$ cat config.mk
export PLATFORM = sky130hd
export DESIGN_NAME = status_reporting
export DESIGN_NICKNAME = d
export VERILOG_FILES = /design/src/hw/status_report_pkg.sv /design/src/hw/event_latch.sv /design/src/hw/op_complete_tracker.sv /design/src/hw/status_reporting.sv
export SDC_FILE = /design/constraint.sdc
export NUM_CORES = 1
export LEC_CHECK = 0
export BUFFER_PORTS_ARGS = -buffer_cell sky130_fd_sc_hd__buf_2
export CAP_MARGIN = 30
export CORE_UTILIZATION = 55
export CTS_CLUSTER_SIZE = 24
export DETAILED_ROUTE_END_ITERATION = 12
export GPL_TIMING_DRIVEN = 0
export PLACE_DENSITY = 0.89
export SLEW_MARGIN = 20
export SYNTH_ARGS = -nofsm -noshare
export SYNTH_HDL_FRONTEND = slang
export SYNTH_SLANG_ARGS = --single-unit
$ cat constraint.sdc
create_clock -name clk -period 3.8 [get_ports clk]
set_clock_uncertainty 0.1 [all_clocks]
set_input_delay 0.57 -clock clk [delete_from_list [all_inputs] [get_ports clk]]
set_output_delay 0.57 -clock clk [all_outputs]
set_load 0.01 [all_outputs]
$ cat src/hw/status_report_pkg.sv
/*
  Constants, field layouts and carrier types for the status reporting
  block. Assumes a single 10 MHz clock domain and 8-bit registers on a
  plain address/strobe port.
*/
// Notes on behaviour
// (RULE_01) power_up_flag is set when supply power comes up.
// (RULE_02) user_request, device_specific and control_request bits always read 0.
// (RULE_03) syntax_fault on unparsable message or unsupported header.
// (RULE_04) syntax_fault also on bus trigger during program message reception.
// (RULE_05) parameter_range_fault on out-of-range data or conflicting earlier setting.
// (RULE_06) readback_fault on read with empty output queue, or lost queue data.
// (RULE_07) operation_done_flag once all operations pending at request have finished.
// (RULE_08) standard event enable masks events into standard_event_summary.
// (RULE_09) standard_event_summary set when any enabled standard event bit is set.
// (RULE_10) output_queue_nonempty follows whether the output queue holds data.
// (RULE_11) fault_summary set when any enabled fault event bit is set.
// (RULE_12) completion_summary set when any enabled completion event bit is set.
// (RULE_13) master_summary set on any enabled summary source.
// (RULE_14) service_requested set when an enabled summary source raises a request.
// (RULE_15) service request enable picks which summaries may request service.
// (RULE_16) undefined bits of status byte, completion and fault registers read 0.
// (RULE_17) count_finished set when the requested measurement ends.
// (RULE_18) aggregate_calc_finished set when statistical processing ends.
// (RULE_19) completion enable masks events into completion_summary.
// (RULE_20) calibration_invalid_result set when a result is flagged uncalibrated.
// (RULE_21) template_fail set when template comparison enabled and judgment fails.
// (RULE_22) fault enable masks events into fault_summary.
// (RULE_23) operation_done_flag sits at bit 0 and can request service.
// (RULE_24) event bits stay latched until their register is read or cleared.
package status_report_pkg;

  // ==========================================================
  // widths
  localparam int ADDR_W = 4;
  localparam int DATA_W = 8;

  // ==========================================================
  // register offsets
  localparam logic [3:0] OFS_STD_EVENT = 4'h0;
  localparam logic [3:0] OFS_STD_ENABLE = 4'h1;
  localparam logic [3:0] OFS_STATUS_BYTE = 4'h2;
  localparam logic [3:0] OFS_SRQ_ENABLE = 4'h3;
  localparam logic [3:0] OFS_CMP_EVENT = 4'h4;
  localparam logic [3:0] OFS_CMP_ENABLE = 4'h5;
  localparam logic [3:0] OFS_FLT_EVENT = 4'h6;
  localparam logic [3:0] OFS_FLT_ENABLE = 4'h7;
  localparam logic [3:0] OFS_CONTROL = 4'h8;
  localparam logic [3:0] OFS_SERIAL_POLL = 4'h9;

  // ==========================================================
  // standard event field positions
  localparam int POS_OPERATION_DONE = 0;
  localparam int POS_CONTROL_REQUEST = 1;
  localparam int POS_READBACK = 2;
  localparam int POS_DEVICE_SPECIFIC = 3;
  localparam int POS_PARAMETER_RANGE = 4;
  localparam int POS_SYNTAX = 5;
  localparam int POS_USER_REQUEST = 6;
  localparam int POS_POWER_UP = 7;

  // ==========================================================
  // status byte, completion, fault and control positions
  localparam int POS_COMPLETION_SUM = 1;
  localparam int POS_FAULT_SUM = 2;
  localparam int POS_QUEUE_NONEMPTY = 4;
  localparam int POS_STD_SUM = 5;
  localparam int POS_MASTER = 6;
  localparam int POS_COUNT_FINISHED = 0;
  localparam int POS_AGGREGATE_FINISHED = 1;
  localparam int POS_CAL_INVALID = 0;
  localparam int POS_TEMPLATE_FAIL = 1;
  localparam int POS_CLEAR_CMD = 0;

  // ==========================================================
  // masks and reset values
  localparam logic [7:0] STD_DEFINED = 8'hb5;
  localparam logic [7:0] CMP_DEFINED = 8'h03;
  localparam logic [7:0] FLT_DEFINED = 8'h03;
  localparam logic [7:0] SRQ_WRITABLE = 8'hbf;
  localparam logic [7:0] RST_STD_EVENT = 8'h80;
  localparam logic [7:0] RST_EVENT = 8'h00;
  localparam logic [7:0] RST_ENABLE = 8'h00;
  localparam logic [7:0] UNMAPPED_READ = 8'h00;

  // ==========================================================
  // carriers
  typedef struct packed {
    logic [3:0] addr;
    logic [7:0] wdata;
    logic wr;
    logic rd;
  } bus_req_t;

  typedef struct packed {
    logic parse_fail;
    logic bad_header;
    logic trigger_seen;
    logic msg_receiving;
    logic range_fail;
    logic setting_conflict;
    logic read_request;
    logic queue_lost;
  } msg_events_t;

  typedef struct packed {
    logic count_end;
    logic stats_end;
    logic uncal_result;
    logic template_on;
    logic judge_fail;
  } meas_events_t;

endpackage : status_report_pkg

$ cat src/hw/event_latch.sv
/*
  Sticky event register with enable mask and summary bit.
  Assumes set pulses and the clear pulse are on the same clock.
*/
`timescale 1ns/10ps
`default_nettype none
module event_latch
  import status_report_pkg::*;
#(
  parameter int W = 8,
  parameter logic [W-1:0] DEFINED = '1,
  parameter logic [W-1:0] RESET_VAL = '0
)
(
  // clock and reset
  input wire logic clk,
  input wire logic rst_n,
  input wire logic ce,
  // events and control
  input wire logic [W-1:0] set_bits,
  input wire logic clear,
  input wire logic [W-1:0] enable,
  // state out
  output logic [W-1:0] bits,
  output logic summary
);

  typedef struct packed {
    logic [W-1:0] bits;
  } latch_state_t;

  latch_state_t state;
  latch_state_t next_state;

  // ==========================================================
  // set wins over a clear in the same cycle
  always_comb
  begin
    next_state = state;
    next_state.bits = ((state.bits & ~{W{clear}}) | set_bits) & DEFINED; // RULE_24
  end

  always_ff @(posedge clk or negedge rst_n)
  begin
    if (!rst_n)
      state <= '{bits: RESET_VAL};
    else if (ce)
      state <= next_state;
  end

  assign bits = state.bits;
  assign summary = |(state.bits & enable);

endmodule : event_latch
`default_nettype wire

$ cat src/hw/op_complete_tracker.sv
/*
  Arms on an operation-complete request and pulses done once nothing
  is pending. Assumes ops_pending is a same-clock level.
*/
`timescale 1ns/10ps
`default_nettype none
module op_complete_tracker
(
  // clock and reset
  input wire logic clk,
  input wire logic rst_n,
  input wire logic ce,
  // request side
  input wire logic opc_request,
  input wire logic ops_pending,
  // result
  output logic done
);

  typedef struct packed {
    logic armed;
    logic done;
  } opc_state_t;

  opc_state_t state;
  opc_state_t next_state;

  // ==========================================================
  // a fresh request with nothing pending completes at once
  always_comb
  begin
    next_state = state;
    next_state.done = 1'b0;
    if ((state.armed || opc_request) && !ops_pending)
    begin
      next_state.done = 1'b1; // RULE_07
      next_state.armed = 1'b0;
    end
    else if (opc_request)
      next_state.armed = 1'b1;
  end

  always_ff @(posedge clk or negedge rst_n)
  begin
    if (!rst_n)
      state <= '{armed: 1'b0, done: 1'b0};
    else if (ce)
      state <= next_state;
  end

  assign done = state.done;

endmodule : op_complete_tracker
`default_nettype wire

$ cat src/hw/status_reporting.sv
/*
  Status reporting structure: standard, completion and fault event
  registers with enables, status byte, service request logic and the
  register port. Assumes all event inputs come from logic on clk.
*/
// The address-and-strobe port and the register addresses are this design's own decisions.
`timescale 1ns/10ps
`default_nettype none
module status_reporting
  import status_report_pkg::*;
(
  // clock, reset, enable
  input wire logic clk,
  input wire logic rst_n,
  input wire logic ce,
  // register port
  input wire bus_req_t bus,
  output logic [7:0] rdata,
  // message parser events
  input wire msg_events_t msg,
  // measurement engine events
  input wire meas_events_t meas,
  // operation complete and output queue
  input wire logic opc_request,
  input wire logic ops_pending,
  input wire logic queue_nonempty,
  // status outputs
  output logic srq,
  output logic master_summary,
  output logic [7:0] status_byte
);

  // ==========================================================
  // state
  typedef struct packed {
    logic [7:0] std_enable;
    logic [7:0] srq_enable;
    logic [7:0] cmp_enable;
    logic [7:0] flt_enable;
    logic [7:0] rdata;
    logic [7:0] status_byte;
    logic [7:0] prev_requesting;
    logic service_requested;
    logic master_summary;
  } top_state_t;

  top_state_t state;
  top_state_t next_state;

  // ==========================================================
  // decoded strobes
  logic rd_std;
  logic rd_cmp;
  logic rd_flt;
  logic rd_poll;
  logic clear_cmd;

  always_comb
  begin
    rd_std = 1'b0;
    rd_cmp = 1'b0;
    rd_flt = 1'b0;
    rd_poll = 1'b0;
    if (bus.rd && bus.addr == OFS_STD_EVENT)
      rd_std = 1'b1;
    else if (bus.rd && bus.addr == OFS_CMP_EVENT)
      rd_cmp = 1'b1;
    else if (bus.rd && bus.addr == OFS_FLT_EVENT)
      rd_flt = 1'b1;
    else if (bus.rd && bus.addr == OFS_SERIAL_POLL)
      rd_poll = 1'b1;
  end

  assign clear_cmd = bus.wr && bus.addr == OFS_CONTROL &&
                     bus.wdata[POS_CLEAR_CMD];

  // ==========================================================
  // operation complete
  logic opc_done;

  op_complete_tracker u_opc
  (
    .clk(clk),
    .rst_n(rst_n),
    .ce(ce),
    .opc_request(opc_request),
    .ops_pending(ops_pending),
    .done(opc_done)
  );

  // ==========================================================
  // standard event causes
  logic [7:0] std_set;

  always_comb
  begin
    std_set = 8'h00;
    // power-up is only the reset value of the latch
    std_set[POS_POWER_UP] = 1'b0; // RULE_01
    std_set[POS_USER_REQUEST] = 1'b0; // RULE_02
    std_set[POS_DEVICE_SPECIFIC] = 1'b0; // RULE_02
    std_set[POS_CONTROL_REQUEST] = 1'b0; // RULE_02
    std_set[POS_SYNTAX] = msg.parse_fail || msg.bad_header; // RULE_03
    if (msg.trigger_seen && msg.msg_receiving)
      std_set[POS_SYNTAX] = 1'b1; // RULE_04
    std_set[POS_PARAMETER_RANGE] = msg.range_fail ||
                                   msg.setting_conflict; // RULE_05
    std_set[POS_READBACK] = (msg.read_request && !queue_nonempty) ||
                            msg.queue_lost; // RULE_06
    std_set[POS_OPERATION_DONE] = opc_done; // RULE_23
  end

  // ==========================================================
  // completion and fault causes
  logic [7:0] cmp_set;
  logic [7:0] flt_set;

  always_comb
  begin
    cmp_set = 8'h00;
    flt_set = 8'h00;
    cmp_set[POS_COUNT_FINISHED] = meas.count_end; // RULE_17
    cmp_set[POS_AGGREGATE_FINISHED] = meas.stats_end; // RULE_18
    flt_set[POS_CAL_INVALID] = meas.uncal_result; // RULE_20
    flt_set[POS_TEMPLATE_FAIL] = meas.template_on &&
                                 meas.judge_fail; // RULE_21
  end

  // ==========================================================
  // event registers
  logic [7:0] std_bits;
  logic [7:0] cmp_bits;
  logic [7:0] flt_bits;
  logic std_sum;
  logic cmp_sum;
  logic flt_sum;

  // powers up with power_up_flag already latched
  event_latch #(
    .W(8),
    .DEFINED(STD_DEFINED),
    .RESET_VAL(RST_STD_EVENT) // RULE_01
  ) u_std (
    .clk(clk),
    .rst_n(rst_n),
    .ce(ce),
    .set_bits(std_set),
    .clear(rd_std || clear_cmd), // RULE_24
    .enable(state.std_enable), // RULE_08
    .bits(std_bits),
    .summary(std_sum)
  );

  event_latch #(
    .W(8),
    .DEFINED(CMP_DEFINED),
    .RESET_VAL(RST_EVENT)
  ) u_cmp (
    .clk(clk),
    .rst_n(rst_n),
    .ce(ce),
    .set_bits(cmp_set),
    .clear(rd_cmp || clear_cmd), // RULE_24
    .enable(state.cmp_enable), // RULE_19
    .bits(cmp_bits),
    .summary(cmp_sum)
  );

  event_latch #(
    .W(8),
    .DEFINED(FLT_DEFINED),
    .RESET_VAL(RST_EVENT)
  ) u_flt (
    .clk(clk),
    .rst_n(rst_n),
    .ce(ce),
    .set_bits(flt_set),
    .clear(rd_flt || clear_cmd), // RULE_24
    .enable(state.flt_enable), // RULE_22
    .bits(flt_bits),
    .summary(flt_sum)
  );

  // ==========================================================
  // status byte summaries
  logic [7:0] summaries;
  logic [7:0] requesting;
  logic new_request;

  always_comb
  begin
    summaries = 8'h00;
    summaries[POS_STD_SUM] = std_sum; // RULE_09
    summaries[POS_QUEUE_NONEMPTY] = queue_nonempty; // RULE_10
    summaries[POS_FAULT_SUM] = flt_sum; // RULE_11
    summaries[POS_COMPLETION_SUM] = cmp_sum; // RULE_12
    requesting = summaries & state.srq_enable; // RULE_15
    // only a fresh rise asks again; a held summary does not re-request
    new_request = |(requesting & ~state.prev_requesting);
  end

  // ==========================================================
  // next state: enables, service request, read data
  always_comb
  begin
    next_state = state;
    next_state.prev_requesting = requesting;
    next_state.master_summary = |requesting; // RULE_13
    next_state.status_byte = summaries;
    next_state.status_byte[POS_MASTER] = |requesting; // RULE_13
    // serial poll or clear drops the request, a new one wins
    if (rd_poll || clear_cmd)
      next_state.service_requested = 1'b0;
    if (new_request)
      next_state.service_requested = 1'b1; // RULE_14
    // writes
    if (bus.wr)
    begin
      if (bus.addr == OFS_STD_ENABLE)
        next_state.std_enable = bus.wdata; // RULE_08
      else if (bus.addr == OFS_SRQ_ENABLE)
        next_state.srq_enable = bus.wdata & SRQ_WRITABLE; // RULE_15
      else if (bus.addr == OFS_CMP_ENABLE)
        next_state.cmp_enable = bus.wdata; // RULE_19
      else if (bus.addr == OFS_FLT_ENABLE)
        next_state.flt_enable = bus.wdata; // RULE_22
    end
    // reads, data valid the cycle after the strobe only
    next_state.rdata = 8'h00;
    if (bus.rd)
    begin
      if (bus.addr == OFS_STD_EVENT)
        next_state.rdata = std_bits;
      else if (bus.addr == OFS_STD_ENABLE)
        next_state.rdata = state.std_enable;
      else if (bus.addr == OFS_STATUS_BYTE)
      begin
        next_state.rdata = summaries; // RULE_16
        next_state.rdata[POS_MASTER] = |requesting; // RULE_13
      end
      else if (bus.addr == OFS_SRQ_ENABLE)
        next_state.rdata = state.srq_enable;
      else if (bus.addr == OFS_CMP_EVENT)
        next_state.rdata = cmp_bits; // RULE_16
      else if (bus.addr == OFS_CMP_ENABLE)
        next_state.rdata = state.cmp_enable;
      else if (bus.addr == OFS_FLT_EVENT)
        next_state.rdata = flt_bits; // RULE_16
      else if (bus.addr == OFS_FLT_ENABLE)
        next_state.rdata = state.flt_enable;
      else if (bus.addr == OFS_SERIAL_POLL)
      begin
        next_state.rdata = summaries;
        next_state.rdata[POS_MASTER] = state.service_requested; // RULE_14
      end
      else
        next_state.rdata = UNMAPPED_READ;
    end
  end

  // ==========================================================
  // registers; events seen while ce is low are not latched
  always_ff @(posedge clk or negedge rst_n)
  begin
    if (!rst_n)
    begin
      state.std_enable <= RST_ENABLE;
      state.srq_enable <= RST_ENABLE;
      state.cmp_enable <= RST_ENABLE;
      state.flt_enable <= RST_ENABLE;
      state.rdata <= 8'h00;
      state.status_byte <= 8'h00;
      state.prev_requesting <= 8'h00;
      state.service_requested <= 1'b0;
      state.master_summary <= 1'b0;
    end
    else if (ce)
      state <= next_state;
  end

  // ==========================================================
  // outputs
  assign rdata = state.rdata;
  assign srq = state.service_requested;
  assign master_summary = state.master_summary;
  assign status_byte = state.status_byte;

endmodule : status_reporting
`default_nettype wire

# Yosys cells after proc, flatten, opt, wreduce, memory -nomap -nowiden
# Cells that the tools add are included.
word_totals:
  inputBits: 33
  elab_cells: 101
  out_inout_bits: 18
  regBits: 65
classes:
  reduce_logical: 34
  n_bitwise: 18
  n_mux: 26
  n_eq_ne: 9
ops:
  columns: ["op", "n"]
  rows:
  - ["$mux W8", 9]
  - ["$reduce_or A8 Y1", 5]
  - ["$and A8 B8 Y8", 3]
  - ["$and A2 B8 Y8", 2]
  - ["$eq A4 B3 Y1 const B", 4]
  - ["$mux W1", 16]
  - ["$not A8 Y8", 2]
  - ["$logic_and A1 B1 Y1", 10]
  - ["$and A6 B8 Y8", 1]
  - ["$eq A4 B2 Y1 const B", 2]
  - ["$eq A4 B4 Y1 const B", 2]
  - ["$logic_or A1 B1 Y1", 8]
  - ["$or A8 B6 Y8", 1]
  - ["$mux W7", 1]
  - ["$reduce_and A6 Y1", 1]
  - ["$reduce_and A5 Y1", 1]
  - ["$and A2 B2 Y2", 2]
  - ["$eq A4 B1 Y1 const B", 1]
  - ["$logic_not A4 Y1", 1]
  - ["$not A2 Y2", 2]
  - ["$or A2 B2 Y2", 2]
  - ["$reduce_and A2 Y1", 2]
  - ["$reduce_and A4 Y1", 1]
  - ["$reduce_bool A2 Y1", 2]
  - ["other kinds (3)", 6]

# Longest topological paths before layout
depth:
  ltp_word: 12
  depth_mapped: 6
  ltp_nobuf: 4

# Cells and area by module
# Synthesis repeated with hierarchy kept, for this count alone.
hier_totals:
  cells_unflattened: 341
  area_unflattened_um2: 3480.8
by_module_without_submodules:
  columns: ["mod", "seq_area_each_um2", "cells_each", "instances", "area_per_inst_um2"]
  rows:
  - ["status_reporting", 1226.2, 288, 1, 2915.3]
  - ["event_latch at u_cmp ...", 50.0, 13, 2, 128.9]
  - ["event_latch at u_std", 126.4, 18, 1, 224.0]
  - ["op_complete_tracker", 50.0, 9, 1, 83.8]

# Worst setup path after synthesis
# OpenSTA, ideal clock, no wires.
synth_path:
  path_type: "in2reg"
  startpoint: "input port ce"
  endpoint: "register state[43] (netlist name)"
  cell_stages: 4
  arrival_ps: 1665
  setup_time_ps: 125
  path_slack_ps: 1910
  n_path_buf: 1
  required_ps: 3575
  cell_sequence: "buf_2 -> nand2_1 -> nor4_4 -> mux2_2"
synth_between:
  elab_chain_cells: 1
synth_rtl:
  columns: ["element", "line", "text"]
  rows:
  - ["from (decl)", "status_reporting.sv:15", "input wire logic ce,"]
  - ["$reduce_and A4 Y1 (no line)", null, null]
  - ["to (signal assigned)", "status_reporting.sv:278", "state <= next_state;"]
  - ["to (decl)", "status_reporting.sv:47", "top_state_t state;"]
# No other way between the ends.
# A chain may end at the register's enable or synchronous reset.

# Final worst setup path
layout_path:
  startpoint: "input port bus[13] (netlist name)"
  endpoint: "register state[52] (netlist name)"
layout_between:
  elab_chain_cells: 2
layout_rtl:
  columns: ["element", "line", "text"]
  rows:
  - ["from (decl)", "status_reporting.sv:17", "input wire bus_req_t bus,"]
  - ["$eq A4 B1 Y1", "status_reporting.sv:219", "if (bus.addr == OFS_STD_ENABLE)"]
  - ["$reduce_and A3 Y1 (no line)", null, null]
# No other way between the ends.

==> qor.yml <==
worst_setup_path:
  rr_endpoint: "srq"
  critical_path_class: "in2reg"
  slowest_delay_ps: 470
  reg2reg_slack_ps: 1880
  worst-path-buf-inv: 2
  cpMaxStageDelayCell: "nand4_1"
  rr_startpoint: "u_flt.bits[0]"
  critPathMaxFanout: 10
  cp_data_arrival_time_ps: 2070
  path_common_cell: "buf_2"
  cp.required_ps: 3930
  reg2regPathDepth: 4
  critical_path.cell_chain: "buf_2 -> buf_2 -> nor2_2 -> nand4_1 -> mux2_2"
  cp-start-kind: "primary input"
  endpoint_kind: "flip-flop"
  path_delay_family: "simple AND/OR/NAND/NOR gates"
cells_and_area:
  finalNonFillerCells: 424
  fin_nets: 380
  final_cell_area_mm2: 0.00375
  drive_gt1_frac: 0.395
  final_util: 0.673
  area_delta_synth_final_pct: 16.5
  fill_cells: 475
  antenna_cells: 0
drt:
  dr_wl_met3_um: 508
  dr_total_vias: 2511
  drt_iter0_markers: 225
  dr.pass1.iters: 4
  wl_per_cell_um: 18.0
  wirelength_met1_mm: 3.56
  routed-wl-met2_mm: 3.45
  drcViolationCount: 0
  wl_mm: 7.62
  final_antenna_net_count: 0
  dr.max_layer_used: "met4"
  viasPerCell: 5.92
timing:
  fmax_mhz: 516
  setup_viol: 0
  tns_ps: 0
  slew_headroom: 0.497
  hold_viol: 0
  fin_crit_sh: 0.510
  hold_ws_ps: 194
  tightest_slew_ps: 754
  post-route-min-period_ps: 1940
  rsz0062_at_grt: "false"
  fin_ws_ps: 1860
  drv_slew: 0
logic_synthesis:
  ys.warnings.count: 0
  synth_area_mm2: 0.00322
  synth.distinct_cells: 58
  synth_seq_cells: 60
  synth_fa_ha_area_frac: 0
  synth_seq_area_share: 0.467
  synth-edff-count: 0
  synthArstFlopShare: 1.00
  synth_top_family_by_area: "compound AO/OA/AOI/OAI gates"
  synth_area_per_cell_um2: 11.1
  synthMuxAreaShare: 0.152
  synthCells: 289
  synth-xor-area-share: 0
  synth_compound_area_frac: 0.167
  synth_ff_type: "dfrtp_1"
  synth-simple-area-share: 0.138
place:
  place_area_mm2: 0.00354
  numPortBuffers: 45
  dp_hpwl_mm: 5.60
  dp_worst_setup_slack_ps: 1560
  dp_cells: 408
  gp_congestion: 0.932
cts:
  clk_pin_slew_worst_paths_ps: 70
  cts_root_buf: "clkbuf_8"
  cts_tree: "yes"
  cts_hold_buf: 0
  cts.htree.levels: 3
  clock_latency_ps: 350
  cts-buffers-inserted: 9
  cts-resized-gates: 0
  clockBufferDepth: 2
  clkSinkCount: 60
  postCtsSetupBuffers: 0
power:
  vdd_drop_max_uv: 350
  clockPowerShare: 0.336
  switching_power_mw: 0.541
  leakage_nw: 1.73
  p_int_mw: 1.24
  power.density_mw_per_mm2: 474
  p_total_mw: 1.78
  combPwrFrac: 0.207
  swShare: 0.304
  power_frac_seq: 0.457
global_route:
  antenna_found_initial: 0
  grt_pass1_vias: 2454
  grt_pass1_wl_mm: 12.6
  grt_max_degree: 61
  grt_usage: 0.274
  globalRouteOverflowTotal: 0
floorplan:
  placementRows: 27
  dieArea_mm2: 0.00616
  die_width_um: 78.5
  io_pins: 51
  core_mm2: 0.00557
  dieHeight_um: 78.5
  initial_utilization: 0.577
status:
  status: "finished clean"
worst_hold_path:
  hp-class: "in2async"
run:
  cap_violations: 0
[cells in the final DEF (no fill, tap or decap), types with 5 or more instances in the layout]
cell type | synthesis | layout
dfrtp_1 | 59 | 59
o21ai_0 | 13 | 13
a22oi_1 | 6 | 6
a21oi_1 | 12 | 12
buf_4 | 19 | 20
nand2b_1 | 5 | 5
buf_2 | 6 | 50
a22o_1 | 5 | 5
clkbuf_8 | 0 | 9
inv_1 | 10 | 10
nor2b_1 | 7 | 7
nand2_1 | 15 | 15
mux2_2 | 37 | 37
nor2_1 | 8 | 8
[layer usage]
metal,vias up,global-route usage
met4,0,0.107
li1,1178,-
met3,11,0.0674
met5,-,0
met2,97,0.410
met1,1225,0.384
[area by class of cell]
type / instances / area, um2 / area share
Inverter: 10 / 37.5 / 0.0100
Clock inverter: 7 / 82.6 / 0.0220
Clock buffer: 9 / 124 / 0.0330
Sequential cell: 60 / 1500 / 0.401
Buffer: 31 / 203 / 0.0541
Timing Repair Buffer: 45 / 228 / 0.0607
Multi-Input combinational cell: 190 / 1480 / 0.395
Tap cell: 72 / 90.1 / 0.0240
[sequential cells by signal, summed over array words and instances, names as in the netlist]
register	count
state	35
rdata	8
u_std.bits	5
status_byte	4
u_cmp.bits	2
u_flt.bits	2
master_summary	1
srq	1
u_opc.done	1
u_opc.state	1
[worst register-to-register path, cell delays in order (launching register included)]
cell,delay (ps)
dfrtp_1,400
a22oi_1,480
nor2b_1,210
a221o_1,330
a211o_1,290
[worst max path at each step]
stage                             start  slack, ps  cells after the start   endpoint
after CTS                 u_flt.bits[0]       1890                      4        srq
final                           bus[13]       1860                      5  state[52]
after detailed placement        bus[13]       1560                      5  state[53]
after floorplan                      ce       1910                      4  state[43]
after global routing          state[54]       1810                      4   rdata[6]
after global placement          bus[13]       1550                      5  state[52]
[synth_stat cells, types with 6 or more instances]
cell / number / area [um2]
o21ai_0: 13 / 65.1
nand2_1: 15 / 56.3
nor2b_1: 7 / 43.8
buf_4: 19 / 143
inv_1: 10 / 37.5
dfrtp_1: 59 / 1480
a22oi_1: 6 / 45.0
a21oi_1: 12 / 60.1
mux2_2: 37 / 417
nor2_1: 8 / 30.0
buf_2: 6 / 30.0
[power groups by stage]
stage                     logic (mW)  clock network, mW  registers [mW]
after global routing           0.403              0.634           0.824
after global placement         0.358                  0           0.817
after floorplan                0.260                  0           0.796
after detailed placement       0.368                  0           0.823
final                          0.368              0.597           0.813
after CTS                      0.369              0.608           0.811
[cells by family (layout without fill, tap and decap cells)]
kind of cell | count (synthesis) | after routing
muxes | 43 | 43
AOI/OAI and AO/OA | 72 | 72
DFF | 60 | 60
other | 1 | 3
buffers and inverters | 41 | 102
and+or+nand+nor | 72 | 72
(Power assumes the default switching activity.)
